$ cat config.mk
export PLATFORM = sky130hd
export DESIGN_NAME = four_bit_branch_skip_decoder
export DESIGN_NICKNAME = d
export VERILOG_FILES = /design/src/shared/decoder_pkg.sv /design/src/rtl/four_bit_branch_skip_decoder.sv /design/src/rtl/ret_stack.sv /design/src/rtl/ctx_save.sv
export SDC_FILE = /design/constraint.sdc
export NUM_CORES = 1
export LEC_CHECK = 0
export ABC_CLOCK_PERIOD_IN_PS = 3200
export BUFFER_PORTS_ARGS = -buffer_cell sky130_fd_sc_hd__buf_2
export CORE_UTILIZATION = 54
export DETAILED_ROUTE_END_ITERATION = 8
export MAX_ROUTING_LAYER = met4
export PLACE_DENSITY = 0.77
export SLEW_MARGIN = 20
export SYNTH_ARGS = -nofsm -noshare
export SYNTH_HDL_FRONTEND = slang
export SYNTH_HIERARCHICAL = 1
export SYNTH_SLANG_ARGS = --single-unit
export TNS_END_PERCENT = 20
$ cat constraint.sdc
create_clock -name pclk -period 3.2 [get_ports pclk]
set_input_delay 0.48 -clock pclk [delete_from_list [all_inputs] [get_ports pclk]]
set_output_delay 0.48 -clock pclk [all_outputs]
set_load 0.02 [all_outputs]
$ cat src/shared/decoder_pkg.sv
// Purpose: Shared constants for the branch, skip and control-transfer decoder
// Assumes: 10-bit program words, 4-bit data path, 32-bit APB register bus
// Notes:   Register offsets are byte addresses
package decoder_pkg;
  localparam int WORD_W = 10;
  localparam int PAGE_W = 7;
  localparam int OFFS_W = 7;
  localparam int PC_W   = 14;
  localparam int NIB_W  = 4;
  localparam int D_W    = 3;
  localparam int PTR_W  = 10;
  localparam int TMR_N  = 5;
  localparam int CTX_W  = PTR_W + 3 + 2 * NIB_W;
  localparam int ADDR_W = 8;

  localparam logic [WORD_W-1:0] OP_CMP_ACC_MEM_SKIP   = 10'h026;
  localparam logic [WORD_W-1:0] OP_CMP_ACC_IMM_SKIP   = 10'h025;
  localparam logic [WORD_W-1:0] OP_FAR_JUMP_INDIRECT  = 10'h010;
  localparam logic [WORD_W-1:0] OP_FAR_CALL_INDIRECT  = 10'h030;
  localparam logic [WORD_W-1:0] OP_RETURN_FROM_IRQ    = 10'h046;
  localparam logic [WORD_W-1:0] OP_RETURN             = 10'h044;
  localparam logic [WORD_W-1:0] OP_RETURN_SKIP        = 10'h045;
  localparam logic [WORD_W-1:0] OP_IRQ_DISABLE        = 10'h004;
  localparam logic [WORD_W-1:0] OP_IRQ_ENABLE         = 10'h005;
  localparam logic [WORD_W-1:0] OP_EXT_REQUEST_TEST   = 10'h038;
  localparam logic [WORD_W-1:0] OP_EXT_PIN_LEVEL_TEST = 10'h03a;
  localparam logic [WORD_W-1:0] OP_READ_CTRL_A        = 10'h054;
  localparam logic [WORD_W-1:0] OP_WRITE_CTRL_A       = 10'h03f;
  localparam logic [WORD_W-1:0] OP_READ_CTRL_B        = 10'h055;
  localparam logic [WORD_W-1:0] OP_WRITE_CTRL_B       = 10'h03e;
  localparam logic [WORD_W-1:0] OP_READ_EXT_CTRL      = 10'h253;
  localparam logic [WORD_W-1:0] OP_WRITE_EXT_CTRL     = 10'h217;
  localparam logic [WORD_W-1:0] OP_PRESCALER_WRITE    = 10'h2aa;
  localparam logic [WORD_W-1:0] OP_TIMER_READ_FIRST   = 10'h24b;
  localparam logic [WORD_W-1:0] OP_TIMER_READ_LAST    = 10'h24f;
  localparam logic [WORD_W-1:0] OP_TIMER_WRITE_FIRST  = 10'h20e;
  localparam logic [WORD_W-1:0] OP_TIMER_WRITE_LAST   = 10'h212;

  // Prefix fields: bits 9:7 for near forms, 9:5 for far forms
  localparam logic [2:0] PFX_NEAR_JUMP = 3'h3;
  localparam logic [2:0] PFX_NEAR_CALL = 3'h2;
  localparam logic [4:0] PFX_FAR_JUMP  = 5'h07;
  localparam logic [4:0] PFX_FAR_CALL  = 5'h06;

  localparam logic [PAGE_W-1:0] SUB_PAGE = 7'h02;
  localparam int EXT_REQUEST_SELECT_BIT = 0;
  localparam int PIN_POLARITY_BIT       = 2;

  localparam logic [ADDR_W-1:0] REG_CTRL  = 8'h00;
  localparam logic [ADDR_W-1:0] REG_PC    = 8'h04;
  localparam logic [ADDR_W-1:0] REG_CORE  = 8'h08;
  localparam logic [ADDR_W-1:0] REG_IRQ   = 8'h0c;
  localparam logic [ADDR_W-1:0] REG_TIMER = 8'h10;

  localparam logic [NIB_W-1:0] RST_NIB = 4'h0;
  localparam logic [PC_W-1:0]  RST_PC  = 14'h0000;
  localparam logic [PTR_W-1:0] RST_PTR = 10'h000;

  typedef enum logic [0:0] {
    ST_FETCH   = 1'b0,
    ST_OPERAND = 1'b1
  } phase_t;
endpackage

$ cat src/rtl/four_bit_branch_skip_decoder.sv
// Purpose: Branch, call, return, skip and control-transfer execution for a 4-bit core
// Assumes: rom_data and mem_nibble are valid combinationally for rom_addr and data_pointer
// Notes:   Other instruction groups act as one-cycle no-ops; their results arrive on upd_*
// Overview of operation
// - Skip next if accumulator equals memory nibble
// - Skip next if accumulator equals immediate
// - Near jump replaces only the page offset
// - Far jump loads page and offset
// - Indirect far jump offset is D and accumulator
// - Near call pushes, jumps into page two
// - Far call pushes, loads page and offset
// - Indirect far call pushes, offset D and accumulator
// - Interrupt return pops saved program counter
// - Interrupt return restores the saved core context
// - Plain return pops, no skip
// - Skip return pops then skips unconditionally
// - Request test skips on flag and clears it, if select bit is clear
// - Pin test skips on pin matching polarity
// - Disable and enable set interrupt enable
// - Interrupt control registers transfer with accumulator
// - Prescaler write takes accumulator bit zero
// - Five timer controls transfer with accumulator
`timescale 1ns/1ns
module four_bit_branch_skip_decoder
  import decoder_pkg::*;
#(
  parameter int              STACK_DEPTH = 8,
  parameter logic [PC_W-1:0] IRQ_VECTOR  = 14'h0000
) (
  input  wire logic              pclk,
  input  wire logic              presetn,
  input  wire logic              ce,
  input  wire logic              psel,
  input  wire logic              penable,
  input  wire logic              pwrite,
  input  wire logic [ADDR_W-1:0] paddr,
  input  wire logic [31:0]       pwdata,
  output logic      [31:0]       prdata,
  output logic                   pready,
  output logic                   pslverr,
  output logic      [PC_W-1:0]   rom_addr,
  input  wire logic [WORD_W-1:0] rom_data,
  input  wire logic [NIB_W-1:0]  mem_nibble,
  output logic      [PTR_W-1:0]  data_pointer,
  output logic      [NIB_W-1:0]  acc,
  output logic                   inte,
  input  wire logic              int_pin,
  input  wire logic              ext_req_set,
  input  wire logic              irq_req,
  output logic                   irq_ack,
  input  wire logic              upd_valid,
  input  wire logic [NIB_W-1:0]  upd_acc,
  input  wire logic [NIB_W-1:0]  upd_b,
  input  wire logic [D_W-1:0]    upd_d,
  input  wire logic [PTR_W-1:0]  upd_pointer,
  input  wire logic              upd_carry,
  input  wire logic              upd_load_nop
);
  phase_t                      phase, next_phase;
  logic [WORD_W-1:0]           first_word, next_first_word;
  logic [PC_W-1:0]             pc, next_pc, pc_inc, stack_top;
  logic [NIB_W-1:0]            next_acc, reg_b, next_reg_b;
  logic [D_W-1:0]              reg_d, next_reg_d;
  logic [PTR_W-1:0]            next_data_pointer;
  logic                        carry_flag, next_carry_flag, load_nop, next_load_nop;
  logic                        skip, next_skip, next_inte;
  logic                        ext_request_flag, next_ext_request_flag;
  logic [NIB_W-1:0]            irq_ctrl_a, next_irq_ctrl_a, irq_ctrl_b, next_irq_ctrl_b;
  logic [NIB_W-1:0]            ext_irq_ctrl, next_ext_irq_ctrl;
  logic                        prescaler_ctrl, next_prescaler_ctrl;
  logic [TMR_N-1:0][NIB_W-1:0] timer_ctrl, next_timer_ctrl;
  logic                        stack_push, stack_pop, ctx_store, ctx_restore, ctx_held;
  logic [PC_W-1:0]             push_value;
  logic [CTX_W-1:0]            ctx_now, ctx_saved;
  logic                        exec, pin_hit;
  logic [2:0]                  tmr_idx;
  logic                        run, next_run, rd_done, next_rd_done, addr_hit;
  logic [31:0]                 next_prdata, rd_mux;

  generate
    if (STACK_DEPTH < 2) begin : g_bad_stack
      $error("STACK_DEPTH must be at least 2");
    end
  endgenerate

  assign pc_inc   = pc + PC_W'(1);
  assign rom_addr = pc;
  assign exec     = ce && run && phase == ST_FETCH && !skip;
  assign pin_hit  = ext_irq_ctrl[PIN_POLARITY_BIT] ? int_pin : !int_pin;
  assign ctx_now  = {data_pointer, carry_flag, skip, load_nop, acc, reg_b};

  ret_stack #(.WIDTH(PC_W), .DEPTH(STACK_DEPTH)) u_stack (
    .pclk      (pclk),
    .presetn   (presetn),
    .ce        (ce),
    .push      (stack_push),
    .pop       (stack_pop),
    .push_data (push_value),
    .top_data  (stack_top)
  );

  ctx_save #(.WIDTH(CTX_W)) u_ctx (
    .pclk         (pclk),
    .presetn      (presetn),
    .ce           (ce),
    .save         (ctx_store),
    .release_slot (ctx_restore),
    .ctx_in       (ctx_now),
    .ctx_out      (ctx_saved),
    .held         (ctx_held)
  );

  always_comb begin
    next_phase = phase;  next_first_word = first_word;  next_pc = pc;
    next_acc = acc;  next_reg_b = reg_b;  next_reg_d = reg_d;
    next_data_pointer = data_pointer;  next_carry_flag = carry_flag;
    next_load_nop = load_nop;  next_skip = skip;  next_inte = inte;
    next_ext_request_flag = ext_request_flag;
    next_irq_ctrl_a = irq_ctrl_a;  next_irq_ctrl_b = irq_ctrl_b;
    next_ext_irq_ctrl = ext_irq_ctrl;  next_prescaler_ctrl = prescaler_ctrl;
    next_timer_ctrl = timer_ctrl;
    stack_push = 1'b0;  stack_pop = 1'b0;  push_value = pc_inc;
    ctx_store = 1'b0;  ctx_restore = 1'b0;  irq_ack = 1'b0;
    tmr_idx = 3'(rom_data - OP_TIMER_READ_FIRST);
    if (ce) begin
      // Results of the other instruction groups; local execution below overrides
      if (upd_valid) begin
        next_acc = upd_acc;  next_reg_b = upd_b;  next_reg_d = upd_d;
        next_data_pointer = upd_pointer;
        next_carry_flag = upd_carry;  next_load_nop = upd_load_nop;
      end
      if (run && phase == ST_FETCH && skip) begin
        next_skip = 1'b0;
        next_pc   = pc_inc;
      end else if (exec && irq_req && inte) begin
        // Taken only between whole instructions, so an operand word is never split
        stack_push = 1'b1;
        push_value = pc;
        ctx_store  = 1'b1;
        next_inte  = 1'b0;
        next_pc    = IRQ_VECTOR;
        irq_ack    = 1'b1;
      end else if (exec) begin
        next_pc = pc_inc;
        if (rom_data[9:7] == PFX_NEAR_JUMP) begin
          next_pc = {pc[PC_W-1:OFFS_W], rom_data[OFFS_W-1:0]};
        end else if (rom_data[9:7] == PFX_NEAR_CALL) begin
          stack_push = 1'b1;
          next_pc    = {SUB_PAGE, rom_data[OFFS_W-1:0]};
        end else if (rom_data[9:5] == PFX_FAR_JUMP || rom_data[9:5] == PFX_FAR_CALL ||
                     rom_data == OP_FAR_JUMP_INDIRECT || rom_data == OP_FAR_CALL_INDIRECT ||
                     rom_data == OP_CMP_ACC_IMM_SKIP) begin
          next_first_word = rom_data;
          next_phase      = ST_OPERAND;
        end else if (rom_data >= OP_TIMER_READ_FIRST && rom_data <= OP_TIMER_READ_LAST) begin
          next_acc = timer_ctrl[tmr_idx];
        end else if (rom_data >= OP_TIMER_WRITE_FIRST && rom_data <= OP_TIMER_WRITE_LAST) begin
          tmr_idx = 3'(rom_data - OP_TIMER_WRITE_FIRST);
          next_timer_ctrl[tmr_idx] = acc;
        end else begin
          case (rom_data)
            OP_CMP_ACC_MEM_SKIP:   next_skip = (acc == mem_nibble);
            OP_RETURN: begin
              stack_pop = 1'b1;
              next_pc   = stack_top;
            end
            OP_RETURN_SKIP: begin
              stack_pop = 1'b1;
              next_pc   = stack_top;
              next_skip = 1'b1;
            end
            OP_RETURN_FROM_IRQ: begin
              stack_pop   = 1'b1;
              next_pc     = stack_top;
              ctx_restore = 1'b1;
              {next_data_pointer, next_carry_flag, next_skip, next_load_nop,
               next_acc, next_reg_b} = ctx_saved;
            end
            OP_IRQ_DISABLE:        next_inte = 1'b0;
            OP_IRQ_ENABLE:         next_inte = 1'b1;
            OP_EXT_REQUEST_TEST: begin
              if (!irq_ctrl_a[EXT_REQUEST_SELECT_BIT]) begin
                next_skip             = ext_request_flag;
                next_ext_request_flag = 1'b0;
              end
            end
            OP_EXT_PIN_LEVEL_TEST: next_skip = pin_hit;
            OP_READ_CTRL_A:        next_acc = irq_ctrl_a;
            OP_WRITE_CTRL_A:       next_irq_ctrl_a = acc;
            OP_READ_CTRL_B:        next_acc = irq_ctrl_b;
            OP_WRITE_CTRL_B:       next_irq_ctrl_b = acc;
            OP_READ_EXT_CTRL:      next_acc = ext_irq_ctrl;
            OP_WRITE_EXT_CTRL:     next_ext_irq_ctrl = acc;
            OP_PRESCALER_WRITE:    next_prescaler_ctrl = acc[0];
            default: ;
          endcase
        end
      end else if (run && phase == ST_OPERAND) begin
        next_phase = ST_FETCH;
        next_pc    = pc_inc;
        if (first_word == OP_CMP_ACC_IMM_SKIP) begin
          next_skip = (acc == rom_data[NIB_W-1:0]);
        end else if (first_word == OP_FAR_JUMP_INDIRECT || first_word == OP_FAR_CALL_INDIRECT) begin
          stack_push = (first_word == OP_FAR_CALL_INDIRECT);
          next_pc    = {rom_data[8:6], rom_data[3:0], reg_d, acc};
        end else begin
          stack_push = (first_word[9:5] == PFX_FAR_CALL);
          next_pc    = {rom_data[8:7], first_word[4:0], rom_data[OFFS_W-1:0]};
        end
      end
      // A request arriving with the test's clear is kept
      if (ext_req_set) begin
        next_ext_request_flag = 1'b1;
      end
    end
  end

  always_ff @(posedge pclk or negedge presetn) begin
    if (!presetn) begin
      phase <= ST_FETCH;  first_word <= '0;  pc <= RST_PC;
      acc <= RST_NIB;  reg_b <= RST_NIB;  reg_d <= '0;  data_pointer <= RST_PTR;
      carry_flag <= 1'b0;  load_nop <= 1'b0;  skip <= 1'b0;  inte <= 1'b0;
      ext_request_flag <= 1'b0;  irq_ctrl_a <= RST_NIB;  irq_ctrl_b <= RST_NIB;
      ext_irq_ctrl <= RST_NIB;  prescaler_ctrl <= 1'b0;  timer_ctrl <= '0;
    end else begin
      phase <= next_phase;  first_word <= next_first_word;  pc <= next_pc;
      acc <= next_acc;  reg_b <= next_reg_b;  reg_d <= next_reg_d;
      data_pointer <= next_data_pointer;
      carry_flag <= next_carry_flag;  load_nop <= next_load_nop;
      skip <= next_skip;  inte <= next_inte;
      ext_request_flag <= next_ext_request_flag;
      irq_ctrl_a <= next_irq_ctrl_a;  irq_ctrl_b <= next_irq_ctrl_b;
      ext_irq_ctrl <= next_ext_irq_ctrl;  prescaler_ctrl <= next_prescaler_ctrl;
      timer_ctrl <= next_timer_ctrl;
    end
  end

  // APB slave: read data is captured one cycle ahead so that prdata comes from a flop
  assign addr_hit = paddr == REG_CTRL || paddr == REG_PC || paddr == REG_CORE ||
                    paddr == REG_IRQ || paddr == REG_TIMER;
  assign pready   = ce && psel && penable && rd_done;
  assign pslverr  = pready && !addr_hit;

  always_comb begin
    case (paddr)
      REG_CTRL:  rd_mux = {31'h0, run};
      REG_PC:    rd_mux = {18'h0, pc};
      REG_CORE:  rd_mux = {2'h0, data_pointer, 3'h0, phase, ext_request_flag, inte, load_nop,
                           skip, carry_flag, reg_d, reg_b, acc};
      REG_IRQ:   rd_mux = {19'h0, prescaler_ctrl, ext_irq_ctrl, irq_ctrl_b, irq_ctrl_a};
      REG_TIMER: rd_mux = {12'h0, timer_ctrl};
      default:   rd_mux = 32'h0;
    endcase
    next_prdata  = prdata;
    next_rd_done = rd_done;
    next_run     = run;
    if (ce && psel && !rd_done) begin
      next_prdata  = pwrite ? 32'h0 : rd_mux;
      next_rd_done = 1'b1;
    end
    if (pready) begin
      next_rd_done = 1'b0;
      if (pwrite && paddr == REG_CTRL) begin
        next_run = pwdata[0];
      end
    end
  end

  always_ff @(posedge pclk or negedge presetn) begin
    if (!presetn) begin
      prdata  <= 32'h0;
      rd_done <= 1'b0;
      run     <= 1'b0;
    end else begin
      prdata  <= next_prdata;
      rd_done <= next_rd_done;
      run     <= next_run;
    end
  end

  property p_cmp_mem;
    @(posedge pclk) disable iff (!presetn)
      exec && !irq_req && rom_data == OP_CMP_ACC_MEM_SKIP |=> skip == $past(acc == mem_nibble);
  endproperty
  a_cmp_mem: assert property (p_cmp_mem) else $error("memory compare skip wrong");

  property p_cmp_imm;
    @(posedge pclk) disable iff (!presetn)
      ce && run && phase == ST_OPERAND && first_word == OP_CMP_ACC_IMM_SKIP
      |=> skip == $past(acc == rom_data[NIB_W-1:0]) && phase == ST_FETCH;
  endproperty
  a_cmp_imm: assert property (p_cmp_imm) else $error("immediate compare skip wrong");

  property p_near_jump;
    @(posedge pclk) disable iff (!presetn)
      exec && !(irq_req && inte) && rom_data[9:7] == PFX_NEAR_JUMP
      |=> pc == {$past(pc[PC_W-1:OFFS_W]), $past(rom_data[OFFS_W-1:0])};
  endproperty
  a_near_jump: assert property (p_near_jump) else $error("near jump changed page");

  property p_near_call;
    @(posedge pclk) disable iff (!presetn)
      exec && !(irq_req && inte) && rom_data[9:7] == PFX_NEAR_CALL
      |=> pc[PC_W-1:OFFS_W] == SUB_PAGE && stack_top == $past(pc_inc);
  endproperty
  a_near_call: assert property (p_near_call) else $error("near call target or push wrong");

  property p_return_skip;
    @(posedge pclk) disable iff (!presetn)
      exec && !(irq_req && inte) && rom_data == OP_RETURN_SKIP
      |=> skip && pc == $past(stack_top) ##1 (!ce || (!skip && pc == $past(pc) + PC_W'(1)));
  endproperty
  a_return_skip: assert property (p_return_skip) else $error("skip return did not skip");

  property p_return_irq;
    @(posedge pclk) disable iff (!presetn)
      exec && !(irq_req && inte) && rom_data == OP_RETURN_FROM_IRQ
      |=> pc == $past(stack_top) && acc == $past(ctx_saved[2*NIB_W-1:NIB_W]) && !ctx_held;
  endproperty
  a_return_irq: assert property (p_return_irq) else $error("interrupt return restore wrong");

  property p_req_test;
    @(posedge pclk) disable iff (!presetn)
      exec && !(irq_req && inte) && rom_data == OP_EXT_REQUEST_TEST &&
      !irq_ctrl_a[EXT_REQUEST_SELECT_BIT] && ext_request_flag && !ext_req_set
      |=> skip && !ext_request_flag;
  endproperty
  a_req_test: assert property (p_req_test) else $error("request test did not skip and clear");

  property p_pin_test;
    @(posedge pclk) disable iff (!presetn)
      exec && !(irq_req && inte) && rom_data == OP_EXT_PIN_LEVEL_TEST
      |=> skip == $past(int_pin == ext_irq_ctrl[PIN_POLARITY_BIT]);
  endproperty
  a_pin_test: assert property (p_pin_test) else $error("pin level test wrong");

  property p_prescaler;
    @(posedge pclk) disable iff (!presetn)
      exec && !(irq_req && inte) && rom_data == OP_PRESCALER_WRITE
      |=> prescaler_ctrl == $past(acc[0]) && phase == ST_FETCH;
  endproperty
  a_prescaler: assert property (p_prescaler) else $error("prescaler write wrong");

  property p_skip_advance;
    @(posedge pclk) disable iff (!presetn)
      ce && run && phase == ST_FETCH && skip |=> !skip && pc == $past(pc_inc) && phase == ST_FETCH;
  endproperty
  a_skip_advance: assert property (p_skip_advance) else $error("skipped word not passed over");
endmodule

$ cat src/rtl/ret_stack.sv
// Purpose: Return-address stack in flip-flops
// Assumes: Push and pop never in the same cycle
// Notes:   Overflow wraps and overwrites the oldest entry
`timescale 1ns/1ns
module ret_stack #(
  parameter int WIDTH = 14,
  parameter int DEPTH = 8
) (
  input  wire logic             pclk,
  input  wire logic             presetn,
  input  wire logic             ce,
  input  wire logic             push,
  input  wire logic             pop,
  input  wire logic [WIDTH-1:0] push_data,
  output logic      [WIDTH-1:0] top_data
);
  localparam int SP_W = $clog2(DEPTH);

  logic [SP_W-1:0]  sp;
  logic [SP_W-1:0]  next_sp;
  logic [WIDTH-1:0] entry [DEPTH];

  generate
    if (DEPTH < 2 || (1 << SP_W) != DEPTH) begin : g_bad_depth
      $error("ret_stack depth must be a power of two of at least 2");
    end
  endgenerate

  always_comb begin
    next_sp = sp;
    if (ce && push) begin
      next_sp = sp + SP_W'(1);
    end else if (ce && pop) begin
      next_sp = sp - SP_W'(1);
    end
  end

  always_ff @(posedge pclk or negedge presetn) begin
    if (!presetn) begin
      sp <= '0;
    end else begin
      sp <= next_sp;
    end
  end

  genvar i;
  generate
    for (i = 0; i < DEPTH; i++) begin : g_entry
      logic [WIDTH-1:0] next_entry;
      always_comb begin
        next_entry = entry[i];
        if (ce && push && next_sp == SP_W'(i)) begin
          next_entry = push_data;
        end
      end
      always_ff @(posedge pclk or negedge presetn) begin
        if (!presetn) begin
          entry[i] <= '0;
        end else begin
          entry[i] <= next_entry;
        end
      end
    end
  endgenerate

  assign top_data = entry[sp];
endmodule

$ cat src/rtl/ctx_save.sv
// Purpose: Holds the core context captured on interrupt entry
// Assumes: Nested interrupts are not taken, so one slot suffices
// Notes:   held shows whether the slot carries a live snapshot
`timescale 1ns/1ns
module ctx_save #(
  parameter int WIDTH = 21
) (
  input  wire logic             pclk,
  input  wire logic             presetn,
  input  wire logic             ce,
  input  wire logic             save,
  input  wire logic             release_slot,
  input  wire logic [WIDTH-1:0] ctx_in,
  output logic      [WIDTH-1:0] ctx_out,
  output logic                  held
);
  logic [WIDTH-1:0] next_ctx;
  logic             next_held;

  always_comb begin
    next_ctx  = ctx_out;
    next_held = held;
    if (ce && save) begin
      next_ctx  = ctx_in;
      next_held = 1'b1;
    end else if (ce && release_slot) begin
      next_held = 1'b0;
    end
  end

  always_ff @(posedge pclk or negedge presetn) begin
    if (!presetn) begin
      ctx_out <= '0;
      held    <= 1'b0;
    end else begin
      ctx_out <= next_ctx;
      held    <= next_held;
    end
  end
endmodule

==> metrics.txt, run 1 <==
core region area ~24,000 sq um; Clock Pin Slew Worst Setup and Hold Paths roughly 70 ps; CP Capture Type output pin; cell count after synthesis between 1k and 1.5k; CTS sink cnt 252; initial antenna violation count 1; Clock power frac between 40% and 50%; drt wl/cell 23.8 um; Antenna Nets Post-Route 0; drt drc 0; min-delay worst type in2reg; Final Hold Viols 0; Clock Skews 14.8 ps; # placed instances 1,585; most common cell after layout, fill and taps aside dfrtp_1; Req. time, crit path about 2700 ps; largest net degree at the start of global routing 79; crit path DAT around 2500 ps; Comb pwr share just over 7%; Max Clock Freq 0.333 GHz; I/O Buffers about 120; synth warn 6; via count about 10k; WL met3 approximately 3000 um; IO Pins approximately 150; H-tree levels 1; setup bufs post-CTS 0; Area Growth Syn to Fin 14.2%; sw power 1.70 mW; top routing layer in use met4; DRT iter0 DRCs 1,079; vias in the first global route roughly 11k; Syn Std Cell Area ~14,000 sq um; post-CTS resize count 0; DRT Wirelength slightly below 40,000 um; Pwr Total approximately 6.8 mW; Switching Fraction between 20% and 30%; layout cells sized above 1 around 35%; All-Layer GR Usage 32.2%; Final nets between 1k and 1.5k; DP Wirelength around 27,000 um; minimum clock period around 3000 ps; Die Height between 150 and 200 um; fin cells around 1.6k; TNS Setup 0 ps; Die Area 25,700 sq um; MaxCap Viol Count 0; CTS tree done; DIE WIDTH 160 um; startpoint class of the critical path flip-flop; Sequential Power Share around 49%; RSZ-0062 raised after global routing no; met1 WL 16,300 um; row count 57; routed wl met2 ~18,000 um; Finish-stage setup viols 0; pwr/cell area approximately 440 nW/um^2; worst rel slew slack 32.3%; CTS Buf Count 27; GR Overflow Total 0; first-pass GRT wire length between 60,000 and 70,000 um; Starting Density between 50% and 60%; Int Power between 5 and 6 mW; GPL Wtd Cong 0.962; P_leak 7.24 nW; clock latency on the worst-skew pair between 500 and 600 ps; Worst Tran Pin Value around 1000 ps; VDD IR max roughly 390 uV; Crit Path Category reg2out; period utilization 93.8%; clock buffer depth 3; Post-Syn Area per Cell ~12 sq um; status completed; clock tree root driver cell clkbuf_16; count of pins over their slew limit 0; largest fanout on the critical path 15; drt pass-1 iters 5; most frequent cells in the layout dfrtp_1 (251), mux2_2 (162), buf_2 (116), nor2_1 (79), nand2_1 (74); CTS Hold Buffers Added 1; via density per instance ~6.4
## per-layer routing
| layer | vias up | global-route usage (%) |
|---|---|---|
| li1 | 4615 | - |
| met1 | 5182 | 42.6 |
| met2 | 522 | 49.7 |
| met3 | 104 | 5.51 |
| met4 | 0 | 12.6 |
| met5 | - | - |
## flip-flops by register name (all words and copies together) (netlist names), 3 cells and up
| signal | cells |
|---|---|
| irq_ctrl_b | 4 |
| irq_ctrl_a | 4 |
| u_stack/sp | 3 |
| u_ctx/ctx_out | 21 |
| ext_irq_ctrl | 4 |
| first_word | 10 |
| timer_ctrl | 20 |
| acc | 4 |
| reg_d | 3 |
| prdata | 30 |
| reg_b | 4 |
| rom_addr | 14 |
| u_stack/entry | 112 |
| data_pointer | 10 |
## path summary, 6_finish.rpt
check	start	endpoint	slack (ps)	cells after the start
max in group asynchronous	presetn	u_stack/entry[63]	1720	3
max reg2reg	first_word[0]	u_stack/entry[36]	230	9
max	skip	irq_ack	200	5
min in group asynchronous	presetn	u_ctx/ctx_out[19]	500	2
min	upd_d[0]	reg_d[0]	160	2
min reg2reg	prdata[18]	prdata[18]	470	2
## final cells by class
class / instances / area [sq um]
Clock buffer: 40 / 774
Timing Repair Buffer: 180 / 1110
Fill cell: 1925 / 9030
Tap cell: 324 / 405
Clock inverter: 9 / 65.1
Inverter: 10 / 37.5
Sequential cell: 252 / 6310
Multi-Input combinational cell: 820 / 6730
Antenna cell: 1 / 2.50
## power by group through the flow
stage	clock (mW)	combinational [mW]	sequential (mW)
5_1_grt	3.18	0.534	3.30
3_3_place_gp	0	0.477	3.35
6_report	2.98	0.489	3.30
2_1_floorplan	0	0.222	3.36
4_1_cts	3.01	0.488	3.29
3_5_place_dp	0	0.484	3.35
## through the flow
stage / hold slack, ps / cell area, sq um / utilization [%] / setup WS, ps
after global routing: 165 / 15400 / 63.1 / 25.4
after CTS: 155 / 15400 / 63.1 / 232
after floorplan: 184 / 13500 / - / 12.2
after global placement: 457 / 14600 / 59.6 / 309
final: 164 / 15400 / 63.1 / 198
after detailed placement: 466 / 14600 / 59.6 / 250
## worst max-delay path, stage by stage, from the launching register on
cell	delay, ps
dfrtp_1	490
and4bb_2	590
nand3_1	150
buf_4	220
inv_1	280
buf_2	240
Note: power is estimated with default switching activity, not from simulation.
==> run 2: changes to the inputs <==
Settings changed: CAP_MARGIN set to 20, SYNTH_HIERARCHICAL 1 to not set.
==> run 2 against run 1 <==
  * Sequential share of layout area increased by 0.33 points
  * Global-route usage is 1.1 points lower
  * Critical path depth unchanged
  * Worst setup slack improved by 100 ps
  * Clock-buffer cell count unchanged
  * Critical endpoint unchanged
  * Largest power group unchanged
==> metrics.txt, run 2 <==
status completed; Worst Tran Pin Value slightly above 800 ps; row count 57; Final nets 1,399; via count between 10k and 15k; initial antenna violation count 1; Clock Skews about 25 ps; Starting Density 55.1%; final instance area 15,300 sq um; drt pass-1 iters 5; post-CTS resize count 0; via density per instance about 6.4; crit path DAT ~2400 ps; top cells by area, synth dfrtp_1 (47%), mux2_2 (11%), mux4_2 (5.4%); GR Overflow Total 0; Req. time, crit path ~2700 ps; Crit path largest cell delay roughly 530 ps; minimum clock period between 2000 and 3000 ps; pwr/cell area 447 nW/um^2; drt drc 0; Cell Area, Placed approximately 14,000 sq um; Post-synth top cells dfrtp_1 (252), nand2_1 (150), mux2_2 (133); VDD IR max 462 uV; largest area contributor in the netlist dfrtp_1; startpoint class of the critical path flip-flop; Clock Pin Slew Worst Setup and Hold Paths roughly 60 ps; Syn Std Cell Area roughly 13,000 sq um; layout cells sized above 1 a little under a third; CP max-delay cell dfrtp_1; I/O Buffers 117; Largest regs u_stack.entry: 112 flops, prdata: 30 flops, u_ctx.ctx_out: 21 flops; core region area 24,400 sq um; TNS Setup 0 ps; DRT Wirelength about 38,000 um; MaxCap Viol Count 0; count of pins over their slew limit 0; CTS tree done; largest net degree at the start of global routing 94; P_leak approximately 7.2 nW; number of synthesized flops with an enable pin 0; Largest register FFs between 100 and 150; period utilization between 90% and 100%; Area Growth Syn to Fin 13.9%; GPL Wtd Cong about 1.0; most frequent cells in the layout dfrtp_1 (251), nand2_1 (150), mux2_2 (133), buf_2 (116), buf_4 (50); Hold WS about 140 ps; DP Wirelength between 20,000 and 30,000 um; Post-Syn Area per Cell between 10 and 15 sq um; cell count after synthesis 1,199; Antenna Nets Post-Route 0; top-count cell post-synth dfrtp_1; DIE WIDTH roughly 160 um; Die Height 160 um; CTS sink cnt around 250; min-delay worst type in2reg; RSZ-0062 raised after global routing no; first-pass GRT wire length 60,200 um; worst rel slew slack 45.0%; worst slack, placed roughly 340 ps; share of the synthesized area in the top cell type a little under half; post-synthesis register bit count between 200 and 300; clock buffer depth 3; H-tree levels 1; ys async rst share 100%; Final Hold Viols 0; DRT iter0 DRCs approximately 1.1k; Finish-stage setup viols 0; Seq/Total Area, Yosys roughly 47%; clock latency on the worst-skew pair 550 ps; Max Clock Freq ~0.34 GHz; drt wl/cell ~23 um; CP Capture Type output pin; All-Layer GR Usage 31.1%; CTS Buf Count 28; largest register by flop count u_stack.entry; setup bufs post-CTS 0; largest fanout on the critical path 21; Synth cell types 82; main flop type after synthesis dfrtp_1; CTS Hold Buffers Added 1; Die Area 25,500 sq um; critical path cell sequence and4bb_2 > nand2_1 > inv_1 > buf_4 > buf_2; IO Pins 151; Crit Path Category reg2out; vias in the first global route about 11k; Worst Setup Slack, final 300 ps; clock tree root driver cell clkbuf_16; most common cell after layout, fill and taps aside dfrtp_1; synth warn 0
==> run 2: cell count changes in the layout (fill, tap and decap cells not counted), sizes merged, moves of 16 or more <==
cell | before | now
a21oi | 45 | 22
and3 | 8 | 30
mux2 | 195 | 157
nand2 | 76 | 152
nor2 | 79 | 39
o22ai | 20 | 4
==> run 2: per-layer routing <==
layer | vias up | global-route usage, % | wire length, um
li1 | 4691 | - | -
met4 | 0 | 11.7 | 1350
met2 | 447 | 49.6 | 18600
met5 | - | - | 0
met3 | 97 | 3.95 | 2570
met1 | 5313 | 41.0 | 15800
==> run 2: worst max-delay path, delay by kind of cell (launching register included) <==
| kind | cells | cell delay (ps) |
|---|---|---|
| and+or+nand+nor | 2 | 690 |
| buffers and inverters | 3 | 650 |
| DFF | 1 | 530 |
==> run 2: logic make-up after synthesis <==
logic type	share of synthesized area (%)
buffers and inverters	3.57
AOI/OAI and AO/OA	12.5
adders and majority gates	0.652
xor gates and xnor gates	2.09
other	0.0279
and+or+nand+nor	14.9
muxes	19.4
DFF	46.9
==> run 2: area by class of cell <==
cell class              instances  area [sq um]
flip-flops and latches        252          6310
inverters                      10          37.5
clock buffers                  40           766
clock inverters                 6          98.8
repair buffers                170          1020
diodes                          1          2.50
fillers                      1946          9080
well taps                     324           405
multi-input cells             843          6670
==> run 2: power breakdown <==
group	switching [mW]	total [mW]	internal (mW)	leakage (nW)
clock network	1.25	3.07	1.81	0.419
registers	0.101	3.33	3.23	3.46
logic	0.283	0.439	0.156	3.37
total	1.64	6.84	5.20	7.25
==> run 2: metrics by stage <==
stage          power [mW]  instances  util (%)
2_1_floorplan        3.58       1200         -
6_report             6.84       1646      62.8
3_3_place_gp         3.81       1598      59.2
5_1_grt              7.05       1646      62.8
4_1_cts              6.88       1645      62.8
3_5_place_dp         3.82       1598      59.2
==> run 2: final timing paths <==
check / startpoint / end / slack [ps] / cells past startpoint
max in group asynchronous: presetn / timer_ctrl[12] / 1820 / 3
worst min-delay path: upd_d[0] / reg_d[0] / 140 / 3
min in group asynchronous: presetn / u_ctx.ctx_out[17] / 550 / 2
worst max register to register: phase / u_stack.entry[66] / 410 / 5
worst min register to register: prdata[19] / prdata[19] / 470 / 2
worst max-delay path: phase / irq_ack / 300 / 5
